===== src/common/fetx_consts.vh =====
`ifndef FETX_CONSTS_VH
`define FETX_CONSTS_VH
`define FETX_CG_IDLE 5'h1f
`define FETX_CG_J 5'h18
`define FETX_CG_K 5'h11
`define FETX_CG_T 5'h0d
`define FETX_CG_R 5'h07
`define FETX_LFSR_W 11
`define FETX_LFSR_RST 11'h7ff
`define FETX_SEED_LO 4'h0
`define FETX_SEED_HI 3'h7
`define FETX_PRE_NIB 2
`endif


===== src/hdl/fetx_line_coder.v =====
`timescale 1ns/1ps
`include "fetx_consts.vh"
//
// Behaviour
// - each 4-bit transmit nibble becomes a 5-bit code-group.
// - first two preamble nibbles are replaced by code-groups 11000 then 10001.
// - remaining preamble and data nibbles map through the 4B5B table.
// - on transmit enable falling, send 01101 then 00111.
// - after end delimiter, send idle code-groups until transmit enable returns.
// - scrambler is an 11-bit closed-loop LFSR.
// - scrambled bit is LFSR output xor serial NRZ bit.
// - scrambler seed derives from port address bits 4 down to 1.
// - scrambled stream is NRZI encoded before driving.
// - MLT-3 stage yields two drive streams with alternating one events.
// - transmit output is MLT-3 only, no binary output offered.
// - signal detect stays low for link pulses alone.
// - receive converts three-level MLT-3 symbols into NRZI bits.
// - receive converts NRZI to NRZ bits.
// - receive deserialises bits into 5-bit symbols.
// - idle code-group is 11111; nibble 0000 maps to 11110.
// - scrambler can be bypassed by an option.
module fetx_line_coder #(
    parameter LFSR_W = `FETX_LFSR_W
)(
    input wire core_clk,
    input wire rst_n,
    input wire tx_en,
    input wire [3:0] txd,
    input wire [4:0] phy_address_pins,
    input wire scram_bypass,
    input wire [1:0] rx_mlt3_sym,
    input wire rx_sd_energy,
    input wire rx_link_pulse_only,
    output reg tx_drive_p,
    output reg tx_drive_n,
    output reg rx_nrz,
    output reg rx_nrz_valid,
    output reg [4:0] rx_symbol,
    output reg rx_symbol_valid,
    output reg sig_detect_100
);

// ==========================================================
// input synchronisers
// ==========================================================
reg en_s1_reg, en_s2_reg;
reg [3:0] d_s1_reg, d_s2_reg;
reg [4:0] ad_s1_reg, ad_s2_reg;
reg [1:0] byp_s_reg;
reg [1:0] sym_s1_reg, sym_s2_reg;
reg [1:0] sd_s_reg, lp_s_reg;
always @(posedge core_clk or negedge rst_n)
begin
    if (!rst_n)
    begin
        en_s1_reg <= 1'b0;
        en_s2_reg <= 1'b0;
        d_s1_reg <= 4'h0;
        d_s2_reg <= 4'h0;
        ad_s1_reg <= 5'h00;
        ad_s2_reg <= 5'h00;
        byp_s_reg <= 2'h0;
        sym_s1_reg <= 2'h0;
        sym_s2_reg <= 2'h0;
        sd_s_reg <= 2'h0;
        lp_s_reg <= 2'h0;
    end
    else
    begin
        en_s1_reg <= tx_en;
        en_s2_reg <= en_s1_reg;
        d_s1_reg <= txd;
        d_s2_reg <= d_s1_reg;
        ad_s1_reg <= phy_address_pins;
        ad_s2_reg <= ad_s1_reg;
        byp_s_reg <= {byp_s_reg[0], scram_bypass};
        sym_s1_reg <= rx_mlt3_sym;
        sym_s2_reg <= sym_s1_reg;
        sd_s_reg <= {sd_s_reg[0], rx_sd_energy};
        lp_s_reg <= {lp_s_reg[0], rx_link_pulse_only};
    end
end
// same two-stage latency as txd, so each nibble meets its own enable
wire en_q = en_s2_reg;

// ==========================================================
// 4b5b table
// ==========================================================
function [4:0] fetx_enc;
    input [3:0] n;
    begin
        case (n)
            4'h0: fetx_enc = 5'h1e;
            4'h1: fetx_enc = 5'h09;
            4'h2: fetx_enc = 5'h14;
            4'h3: fetx_enc = 5'h15;
            4'h4: fetx_enc = 5'h0a;
            4'h5: fetx_enc = 5'h0b;
            4'h6: fetx_enc = 5'h0e;
            4'h7: fetx_enc = 5'h0f;
            4'h8: fetx_enc = 5'h12;
            4'h9: fetx_enc = 5'h13;
            4'ha: fetx_enc = 5'h16;
            4'hb: fetx_enc = 5'h17;
            4'hc: fetx_enc = 5'h1a;
            4'hd: fetx_enc = 5'h1b;
            4'he: fetx_enc = 5'h1c;
            default: fetx_enc = 5'h1d;
        endcase
    end
endfunction

// ==========================================================
// code-group encoder, one group per 5 bit times
// ==========================================================
localparam ST_IDLE = 3'h0;
localparam ST_J = 3'h1;
localparam ST_K = 3'h2;
localparam ST_DATA = 3'h3;
localparam ST_T = 3'h4;
localparam ST_R = 3'h5;
reg [2:0] st_reg, st_next;
reg [2:0] bit_cnt_reg;
reg [4:0] sh_reg;
reg [4:0] cg_next;
wire grp_end = (bit_cnt_reg == 3'h4);
// txd is sampled once per code-group; the mac is assumed to hold nibbles for 5 bit times
always @*
begin
    st_next = st_reg;
    cg_next = `FETX_CG_IDLE;
    case (st_reg)
        ST_IDLE:
        begin
            if (en_q)
            begin
                cg_next = `FETX_CG_J;
                st_next = ST_K;
            end
        end
        ST_J:
        begin
            cg_next = `FETX_CG_J;
            st_next = ST_K;
        end
        ST_K:
        begin
            cg_next = `FETX_CG_K;
            st_next = ST_DATA;
        end
        ST_DATA:
        begin
            if (en_q)
                cg_next = fetx_enc(d_s2_reg);
            else
            begin
                cg_next = `FETX_CG_T;
                st_next = ST_R;
            end
        end
        ST_T:
        begin
            cg_next = `FETX_CG_T;
            st_next = ST_R;
        end
        ST_R:
        begin
            cg_next = `FETX_CG_R;
            st_next = ST_IDLE;
        end
        default:
        begin
            st_next = ST_IDLE;
        end
    endcase
end
always @(posedge core_clk or negedge rst_n)
begin
    if (!rst_n)
    begin
        st_reg <= ST_IDLE;
        bit_cnt_reg <= 3'h0;
        sh_reg <= `FETX_CG_IDLE;
    end
    else if (grp_end)
    begin
        bit_cnt_reg <= 3'h0;
        st_reg <= st_next;
        sh_reg <= cg_next;
    end
    else
    begin
        bit_cnt_reg <= bit_cnt_reg + 3'h1;
        sh_reg <= {sh_reg[3:0], 1'b0};
    end
end
// msb-first serial nrz
wire nrz_bit = sh_reg[4];

// ==========================================================
// scrambler, nrzi and mlt-3 transmit
// ==========================================================
reg [LFSR_W-1:0] lfsr_reg;
reg [1:0] seed_wait_reg;
reg nrzi_reg;
reg [1:0] mlt_phase_reg;
// x^11 + x^9 + 1 closed-loop key stream
wire lfsr_fb = lfsr_reg[10] ^ lfsr_reg[8];
wire scr_bit = byp_s_reg[1] ? nrz_bit : (nrz_bit ^ lfsr_fb);
// mlt-3 steps on each nrzi transition, not on the raw bit
wire nrzi_next = nrzi_reg ^ scr_bit;
wire nrzi_edge = nrzi_next ^ nrzi_reg;
// strap synchroniser needs two edges to fill after reset
// an earlier load would take its reset zeros and every port would share one seed
wire [LFSR_W-1:0] seed = {`FETX_SEED_HI, ad_s2_reg[4:1], `FETX_SEED_LO};
always @(posedge core_clk or negedge rst_n)
begin
    if (!rst_n)
    begin
        lfsr_reg <= `FETX_LFSR_RST;
        seed_wait_reg <= 2'h0;
        nrzi_reg <= 1'b0;
        mlt_phase_reg <= 2'h0;
        tx_drive_p <= 1'b0;
        tx_drive_n <= 1'b0;
    end
    else
    begin
        if (seed_wait_reg != 2'h3)
            seed_wait_reg <= seed_wait_reg + 2'h1;
        if (seed_wait_reg == 2'h2)
            lfsr_reg <= seed;
        else
            lfsr_reg <= {lfsr_reg[LFSR_W-2:0], lfsr_fb};
        if (nrzi_edge)
        begin
            nrzi_reg <= nrzi_next;
            mlt_phase_reg <= mlt_phase_reg + 2'h1;
        end
        // phase 0/2 zero, 1 plus, 3 minus; only mlt-3 is ever driven
        tx_drive_p <= nrzi_edge ? (mlt_phase_reg == 2'h0) : (mlt_phase_reg == 2'h1);
        tx_drive_n <= nrzi_edge ? (mlt_phase_reg == 2'h2) : (mlt_phase_reg == 2'h3);
    end
end

// ==========================================================
// receive decode and deserialise
// ==========================================================
reg [1:0] sym_prev_reg;
reg nrzi_bit_reg;
reg nrzi_prev_reg;
reg [4:0] rx_sh_reg;
reg [2:0] rx_cnt_reg;
reg rx_go_reg;
// symbol coding: 2'h0 zero, 2'h1 plus, 2'h3 minus
always @(posedge core_clk or negedge rst_n)
begin
    if (!rst_n)
    begin
        sym_prev_reg <= 2'h0;
        nrzi_bit_reg <= 1'b0;
        nrzi_prev_reg <= 1'b0;
        rx_go_reg <= 1'b0;
        rx_nrz <= 1'b0;
        rx_nrz_valid <= 1'b0;
        rx_sh_reg <= 5'h00;
        rx_cnt_reg <= 3'h0;
        rx_symbol <= 5'h00;
        rx_symbol_valid <= 1'b0;
        sig_detect_100 <= 1'b0;
    end
    else
    begin
        sym_prev_reg <= sym_s2_reg;
        if (sym_s2_reg != sym_prev_reg)
            nrzi_bit_reg <= ~nrzi_bit_reg;
        nrzi_prev_reg <= nrzi_bit_reg;
        rx_go_reg <= 1'b1;
        rx_nrz <= nrzi_bit_reg ^ nrzi_prev_reg;
        rx_nrz_valid <= rx_go_reg;
        rx_symbol_valid <= 1'b0;
        if (rx_nrz_valid)
        begin
            rx_sh_reg <= {rx_sh_reg[3:0], rx_nrz};
            if (rx_cnt_reg == 3'h4)
            begin
                rx_cnt_reg <= 3'h0;
                rx_symbol <= {rx_sh_reg[3:0], rx_nrz};
                rx_symbol_valid <= 1'b1;
            end
            else
                rx_cnt_reg <= rx_cnt_reg + 3'h1;
        end
        // link pulses alone never count as 100 mb/s energy
        sig_detect_100 <= sd_s_reg[1] & ~lp_s_reg[1];
    end
end

endmodule // fetx_line_coder


===== config.mk =====
export PLATFORM = sky130hd
export DESIGN_NAME = fetx_line_coder
export DESIGN_NICKNAME = d
export VERILOG_FILES = /design/src/hdl/fetx_line_coder.v
export VERILOG_INCLUDE_DIRS = /design/src /design/src/common
export SDC_FILE = /design/constraint.sdc
export NUM_CORES = 1
export LEC_CHECK = 0
export BUFFER_PORTS_ARGS = -buffer_cell sky130_fd_sc_hd__buf_2
export CELL_PAD_IN_SITES_DETAIL_PLACEMENT = 0
export CELL_PAD_IN_SITES_GLOBAL_PLACEMENT = 2
export CORE_MARGIN = 2
export CORE_UTILIZATION = 36
export CTS_CLUSTER_DIAMETER = 40
export DETAILED_ROUTE_END_ITERATION = 12
export PLACE_DENSITY = 0.8
export SETUP_SLACK_MARGIN = 0.05
export SKIP_CTS_REPAIR_TIMING = 1
export SLEW_MARGIN = 20
export SYNTH_ARGS = -nofsm -noshare
export SYNTH_HDL_FRONTEND = slang
export SYNTH_SLANG_ARGS = --single-unit
export TNS_END_PERCENT = 50

===== constraint.sdc =====
create_clock -name core_clk -period 1.3 [get_ports core_clk]
set_input_delay 0.13 -clock core_clk [delete_from_list [all_inputs] [get_ports core_clk]]
set_output_delay 0.13 -clock core_clk [all_outputs]
set_load 0.02 [all_outputs]

# After elaboration in Yosys (flattened, before gate mapping)
# Memories as Yosys holds them, arrays and structs flattened.
# Cells that the tools add are included.
classes:
  n_reduce_logical: 4
  n_addsub: 4
  eq_ne: 15
  bitwise_logic: 8
  n_mux: 15
ops:
  columns: ["op", "count"]
  rows:
  - ["$pmux W5 S6", 1]
  - ["$mux W3", 5]
  - ["$pmux W3 S5", 1]
  - ["$eq A3 B3 Y1 const B", 4]
  - ["$mux W11", 1]
  - ["$mux W5", 2]
  - ["$add A3 B1 Y3 const B", 2]
  - ["$eq A2 B2 Y1 const B", 3]
  - ["$eq A3 B2 Y1 const B", 2]
  - ["$ne A2 B2 Y1 const B", 3]
  - ["$mux W1", 5]
  - ["$xor A1 B1 Y1", 5]
  - ["$add A2 B1 Y2 const B", 2]
  - ["$eq A3 B1 Y1 const B", 1]
  - ["$logic_not A3 Y1", 1]
  - ["$reduce_and A3 Y1", 1]
  - ["$eq A2 B1 Y1 const B", 1]
  - ["$logic_not A2 Y1", 1]
  - ["$ne A2 B2 Y1", 1]
  - ["$not A1 Y1", 2]
  - ["$reduce_and A2 Y1", 1]
  - ["$and A1 B1 Y1", 1]
totals:
  rom_bits: 80
  reg_bits: 80
  output_inout_bits: 11
  wordCells: 78
  mem_count: 1
  input_bits: 17
mem_list:
  columns: ["name", "depth", "width", "rd", "rd_clocked_by_memory_dff", "write_ports", "line", "text"]
  rows:
  - ["(no name shown)", 16, 5, 1, 0, 0, "fetx_line_coder.v:92", "case (n)"]

# Depth between registers and ports, before layout
# Gate-level depths: netlist of run 1.
logic_depth:
  ltp_word: 6
  ltp_mapped: 6
  depth_no_buf: 5

# Worst setup path before layout of run 1
# OpenSTA, ideal clock, no wires.
synth_path:
  kind: "register -> register"
  start: "register lfsr_reg[8]"
  end: "register mlt_phase_reg[1]"
  t_arrival_ns: 1.203
  synth_period_minus_slack_ns: 1.331
  n_path_buf: 0
  setup_ns: 0.128
  path_slack_ns: -0.031
  required_ns: 1.172
  path_stages_with_launch: 5
  path_cell_list: "dfstp_2 -> xnor2_1 -> nor2_2 -> xnor2_2 -> mux2_1"
synth_via:
  elab_chain_len: 5
synth_lines:
  columns: ["element", "line", "text"]
  rows:
  - ["start: declaration", "fetx_line_coder.v:203", "reg [LFSR_W-1:0] lfsr_reg;"]
  - ["start signal: assignment", "fetx_line_coder.v:220", "lfsr_reg <= `FETX_LFSR_RST;"]
  - ["start signal: assignment", "fetx_line_coder.v:234", "lfsr_reg <= {lfsr_reg[LFSR_W-2:0], lfsr_fb};"]
  - ["$xor A1 B1 Y1", "fetx_line_coder.v:208", "wire lfsr_fb = lfsr_reg[10] ^ lfsr_reg[8];"]
  - ["$xor A1 B1 Y1", "fetx_line_coder.v:209", "wire scr_bit = byp_s_reg[1] ? nrz_bit : (nrz_bit ^ lfsr_fb);"]
  - ["$mux W1", "fetx_line_coder.v:209", null]
  - ["$xor A1 B1 Y1", "fetx_line_coder.v:211", "wire nrzi_next = nrzi_reg ^ scr_bit;"]
  - ["$xor A1 B1 Y1", "fetx_line_coder.v:212", "wire nrzi_edge = nrzi_next ^ nrzi_reg;"]
  - ["end signal: assignment", "fetx_line_coder.v:238", "mlt_phase_reg <= mlt_phase_reg + 2'h1;"]
  - ["end: declaration", "fetx_line_coder.v:206", "reg [1:0] mlt_phase_reg;"]
# Every way passes these cells.
# A chain may end at the register's enable or synchronous reset.

# Worst setup path in the final report of run 1
# Ends and elaborated chain as after synthesis.

==> metrics.txt, run 1 <==
status=finished with violations; failing checks=negative setup slack; Starting Density=0.375; Pwr Density=between 1500 and 2000 nW/um^2; Net Sw Frac=0.280; Die Y=about 90 um; All-Layer GR Usage=0.108; PnR worst setup slack=-0.0946 ns; total wire length=4020 um; Pre-antenna DRT Iters=4; Peak supply drop=0.865 mV; setup slack at placement=-0.103 ns; grt peak-use layer=met2; Area Growth Syn to Fin=28.9%; clk_skew=0.00764 ns; GR Overflow Total=0; max cap viols=0; largest net degree at the start of global routing=39; Yosys warning count=0; crit-path cells=xnor2_2 > nor2_2 > xnor2_2 > mux2_1; CP required=1.51 ns; max reg flops=11; WS Path Type=flip-flop to flip-flop; Net Sw Power=roughly 1.9 mW; Reg clk slew, reported paths=0.08 ns; Comb pwr share=0.249; vias in the first global route=1521; #FFs+latches synth=77; final hold violations=0; layout cells sized above 1=0.389; detailed placement HPWL=approximately 2600 um; first-pass GRT wire length=~7000 um; Root Buffer=clkbuf_8; Core Rows=31; sequential area share after synthesis=0.708; Most common cell on crit path=xnor2_2; Min Clock Period, post-route=1.39 ns; Seq pwr share=0.486; CP max FO=2; class of the worst hold path=primary input to asynchronous set/reset pin; Setup crit end kind=flip-flop; clock share of power=0.264; ant diodes=0; Tcrit/Tclk final=1.07; final core occ=0.483; Slowest cell on crit path=dfstp_2; Core Region=7330 um^2; Gate Count Post-Synth=198; clock buffer count from CTS=9; Max Freq=0.717 GHz; Cell variety after synth=31; post-DR wirelength/cell=around 11 um; Mapped Avg Cell Area=around 14 um^2; I/O pin cnt=28; H-tree Lvls=3; fin nets=285; GR Layer Usage met3=0.0357; Worst path top cell family by delay=flip-flops; met2 Use GR=0.159; CTS tree=done; Clock Path Buffers=2; max incr delay on CP=~0.56 ns; P_int=4.94 mW; RSZ-0062 raised after global routing=yes; M1 GR Usage=0.142; Mapped Nets=223; Post-route DRC=0; initial antenna violation count=0; clock latency on the worst-skew pair=0.33 ns; PortBufs=26; critical path buffer and inverter count=0; via count=around 1600; WP data arrival=1.61 ns; Clock Sinks=77; via/cell ratio=4.35; startpoint types=flip-flop; Detail Route Antenna Nets=0; GP Congestion=0.724; Die X=91.4 um; fill count=645; initial DRC count=68; full die area=8350 um^2; synthesized area=2750 um^2; Pleak=about 1.7 nW; Final Slew Violations=0; final setup vio count=3
==> cells in the mapped netlist <==
master	instances	area, um^2
a31oi_1	3	18.8
o21ai_0	11	55.1
and2_1	1	6.26
or2_2	3	18.8
xnor2_1	3	26.3
xnor2_2	1	16.3
a21oi_1	4	20.0
o41ai_1	1	8.76
mux2i_1	2	20.0
xnor3_1	1	22.5
o311ai_0	1	8.76
mux2_2	14	158
o22ai_1	1	6.26
conb_1	1	3.75
xor2_1	3	26.3
nor2_2	1	6.26
nand2_1	12	45.0
nand3_1	5	25.0
nor3b_1	1	7.51
mux2_1	2	22.5
nor3_1	2	10.0
clkbuf_1	5	18.8
dfrtp_1	61	1530
o21a_1	1	7.51
o211ai_1	1	7.51
inv_1	12	45.0
nor2_1	15	56.3
nor2b_1	4	25.0
ha_1	8	100
dfstp_2	16	420
buf_2	2	10.0
==> cells by family after synthesis <==
family / Yosys count / share of synthesized area
flops: 77 / 0.708
simple gates: 44 / 0.0728
compound gates: 23 / 0.0483
buf+inv: 19 / 0.0269
mux: 18 / 0.0728
fa+ha+maj: 8 / 0.0364
xor+xnor: 8 / 0.0332
other cells: 1 / 0.00136
==> layout make-up <==
| type | instances | area (um^2) | share of cell area |
|---|---|---|---|
| Inverter | 12 | 45.0 | 0.0127 |
| Multi-Input combinational cell | 102 | 788 | 0.223 |
| Sequential cell | 77 | 1950 | 0.550 |
| Clock buffer | 11 | 151 | 0.0427 |
| Timing Repair Buffer | 58 | 429 | 0.121 |
| Tap cell | 99 | 124 | 0.0350 |
| Clock inverter | 5 | 57.6 | 0.0162 |
==> path summary, 6_finish.rpt <==
kind	start	end	slack (ns)	cells past startpoint
min reg2reg	d_s1_reg[3]	d_s2_reg[3]	0.35	0
min	rst_n	d_s2_reg[1]	0.23	2
max reg2reg	lfsr_reg[8]	mlt_phase_reg[1]	-0.09	4
min in group core_clk	d_s1_reg[3]	d_s2_reg[3]	0.35	0
max	lfsr_reg[8]	mlt_phase_reg[1]	-0.09	4
max in group asynchronous	rst_n	lfsr_reg[9]	0.48	3
==> power groups by stage <==
stage | clock network, mW | logic, mW | registers, mW
finish | 1.81 | 1.71 | 3.34
global route | 2.01 | 1.91 | 3.41
CTS | 1.89 | 1.61 | 3.32
detailed placement | 0 | 1.61 | 3.36
global placement | 0 | 1.56 | 3.35
floorplan | 0 | 0.974 | 3.44
==> stage by stage <==
stage	cell area [um^2]	hold WS, ns	TNS [ns]	cells	power, mW
floorplan	2750	-0.166	-0.0620	198	4.41
finish	3540	0.229	-0.194	364	6.86
global route	3540	0.249	-0.356	364	7.32
global placement	3110	0.0369	-0.143	332	4.92
detailed placement	3110	0.0387	-0.423	332	4.97
CTS	3320	-0.328	-0.544	348	6.83
==> cell usage in the layout, fill, tap and decap left out, types with 4 or more instances in the layout <==
cell type and count:
dfrtp_1 61, buf_2 24, buf_4 17, dfstp_2 16, dlygate4sd3_1 15, nor2_1 14, mux2_2 14, inv_1 12
nand2_1 11, clkbuf_8 11, o21ai_0 10, ha_1 5, a21oi_1 4, nand3_1 4, nor2b_1 4
==> worst reg2reg max path: cells and delay by family (launching register included) <==
kind	cells	cell delay (ns)
XOR/XNOR	2	0.32
flip-flops	1	0.56
multiplexers	1	0.33
AND/OR/NAND/NOR	1	0.08
==> metal layers <==
layer,vias up,part of all wire,routed length [um]
met4,0,0.012,47
met2,26,0.49,1950
met3,2,0.036,146
li1,772,-,-
met5,-,0,0
met1,785,0.47,1870
(Power assumes the default switching activity.)
==> inputs of run 2 (changes only) <==
- TNS_END_PERCENT: 50 -> 5
==> metrics.txt, run 2 (synthesis results as in run 1) <==
Final Slew Violations=0 (unchanged); total wire length=4040 um (+0.70%); Comb pwr share=0.235 (-0.014); Slowest cell on crit path=dfstp_2; WP data arrival=1.61 ns (about the same); Net Sw Power=1.96 mW (+2.2%); fill count=631 (-2.2%); commonest cells after routing, fill and taps aside=61 x dfrtp_1, 24 x buf_2, 16 x dfstp_2; PortBufs=26 (unchanged); WS Path Type=flip-flop to flip-flop; placed cell count=331 (-0.30%); crit-path cells=xnor2_2 > nor2_2 > xnor2_2 > mux2_1; Core Rows=31 (unchanged); max incr delay on CP=0.55 ns (about the same); Min Clock Period, post-route=1.39 ns (-0.00410 ns); clock buffer count from CTS=9 (unchanged); post-DR wirelength/cell=11.2 um (+1.3%); full die area=8350 um^2 (unchanged); total power=7.39 mW (+7.8%); Final Non-Filler Cells=362 (-0.55%); startpoint types=flip-flop; P_int=5.43 mW (+9.9%); Die X=91.4 um (unchanged); Worst path top cell family by delay=flip-flops; clock share of power=0.314 (+0.050); Pwr Density=2050 nW/um^2 (+5.6%); max cap viols=0 (unchanged); class of the worst hold path=primary input to asynchronous set/reset pin; CP max FO=2 (unchanged); Post-route DRC=0 (unchanged); commonest non-fill, non-tap cell in the layout=dfrtp_1; Starting Density=0.375 (unchanged); Pleak=1.68 nW (+1.3%); largest net degree at the start of global routing=31 (-21%); H-tree Lvls=3 (unchanged); failing checks=negative setup slack; max reg flops=11 (unchanged); via count=1537 (-3.0%); Worst Hold Slack=0.220 ns (-0.00925 ns); final setup vio count=2 (-1); fin nets=283 (-0.70%); Pre-antenna DRT Iters=6 (+2); Reg clk slew, reported paths=0.08 ns (about the same); Clock Sinks=77 (unchanged); ant diodes=0 (unchanged); Seq pwr share=0.451 (-0.035); setup TNS=-0.156 ns (+0.0379 ns); Area Growth Syn to Fin=31.5%; Peak supply drop=0.881 mV (+1.9%); Clock Path Buffers=2 (unchanged); clock latency on the worst-skew pair=0.34 ns (about the same); Setup crit end kind=flip-flop; Core Region=7330 um^2 (unchanged); first-pass GRT wire length=6800 um (-1.9%); I/O pin cnt=28 (unchanged); GR Overflow Total=0 (unchanged); Net Sw Frac=0.265 (-0.0144); Tcrit/Tclk final=1.07 (-0.00315); initial DRC count=64 (-5.9%); CP required=1.52 ns (about the same); PnR worst setup slack=-0.0905 ns (+0.00410 ns); Die Y=91.4 um (unchanged); Max Freq=0.719 GHz (+0.29%); initial antenna violation count=0 (unchanged); critical path buffer and inverter count=0 (unchanged); GP Congestion=0.719 (-0.69%); All-Layer GR Usage=0.107 (-0.000966); via/cell ratio=4.25 (-2.5%); final hold violations=0 (unchanged); CTS tree=done; Most common cell on crit path=xnor2_2; layout cells sized above 1=0.392 (+0.00296); status=finished with violations; detailed placement HPWL=2650 um (+1.2%); Detail Route Antenna Nets=0 (unchanged); clk_skew=0.00714 ns (-0.000497 ns); Root Buffer=clkbuf_8; vias in the first global route=1446 (-4.9%); RSZ-0062 raised after global routing=yes
==> run 2: metal layers <==
metal  share of wire  global-route usage
met5               0                   0
met4           0.014              0.0530
met1            0.47               0.133
met3           0.039              0.0456
met2            0.47               0.160
==> run 2: cell type report <==
cell class                 count  area (um^2)  share of cell area
clock inverter                 7          145              0.0402
sequential                    77         1950               0.539
tap                           99          124              0.0343
inverter                      12         45.0              0.0125
timing repair buffer          56          434               0.120
clock buffer                   9          124              0.0343
multi-input combinational    102          795               0.220
==> run 2: through the flow <==
stage / util / area, um^2 / worst slack, ns
2_1_floorplan: - / 2750 / -0.0310
3_5_place_dp: 0.425 / 3110 / -0.0944
3_3_place_gp: 0.425 / 3110 / -0.0670
5_1_grt: 0.493 / 3610 / -0.125
6_report: 0.493 / 3610 / -0.0905
4_1_cts: 0.462 / 3380 / -0.100
==> run 2: worst register-to-register path: stages, from the launching register on <==
cell and delay, ns:
dfstp_2 0.55, xnor2_2 0.08, nor2_2 0.16, xnor2_2 0.15
mux2_1 0.34
==> run 2: path summary, 6_finish.rpt <==
kind                       slack [ns]          endpoint   startpoint  cells past startpoint
max in group asynchronous        0.56       lfsr_reg[4]        rst_n                      3
min in group core_clk            0.35       d_s2_reg[2]  d_s1_reg[2]                      0
setup / recovery                -0.09  mlt_phase_reg[1]  lfsr_reg[8]                      4
hold / removal                   0.22         st_reg[1]        rst_n                      2
setup reg to reg                -0.09  mlt_phase_reg[1]  lfsr_reg[8]                      4
hold reg to reg                  0.35       d_s2_reg[2]  d_s1_reg[2]                      0
==> run 2: power by group through the flow <==
stage	Sequential, mW	Combinational [mW]	Clock (mW)
detailed placement	3.36	1.60	0
global placement	3.36	1.55	0
floorplan	3.44	0.974	0
global route	3.41	1.94	2.52
finish	3.34	1.73	2.32
CTS	3.32	1.60	2.41
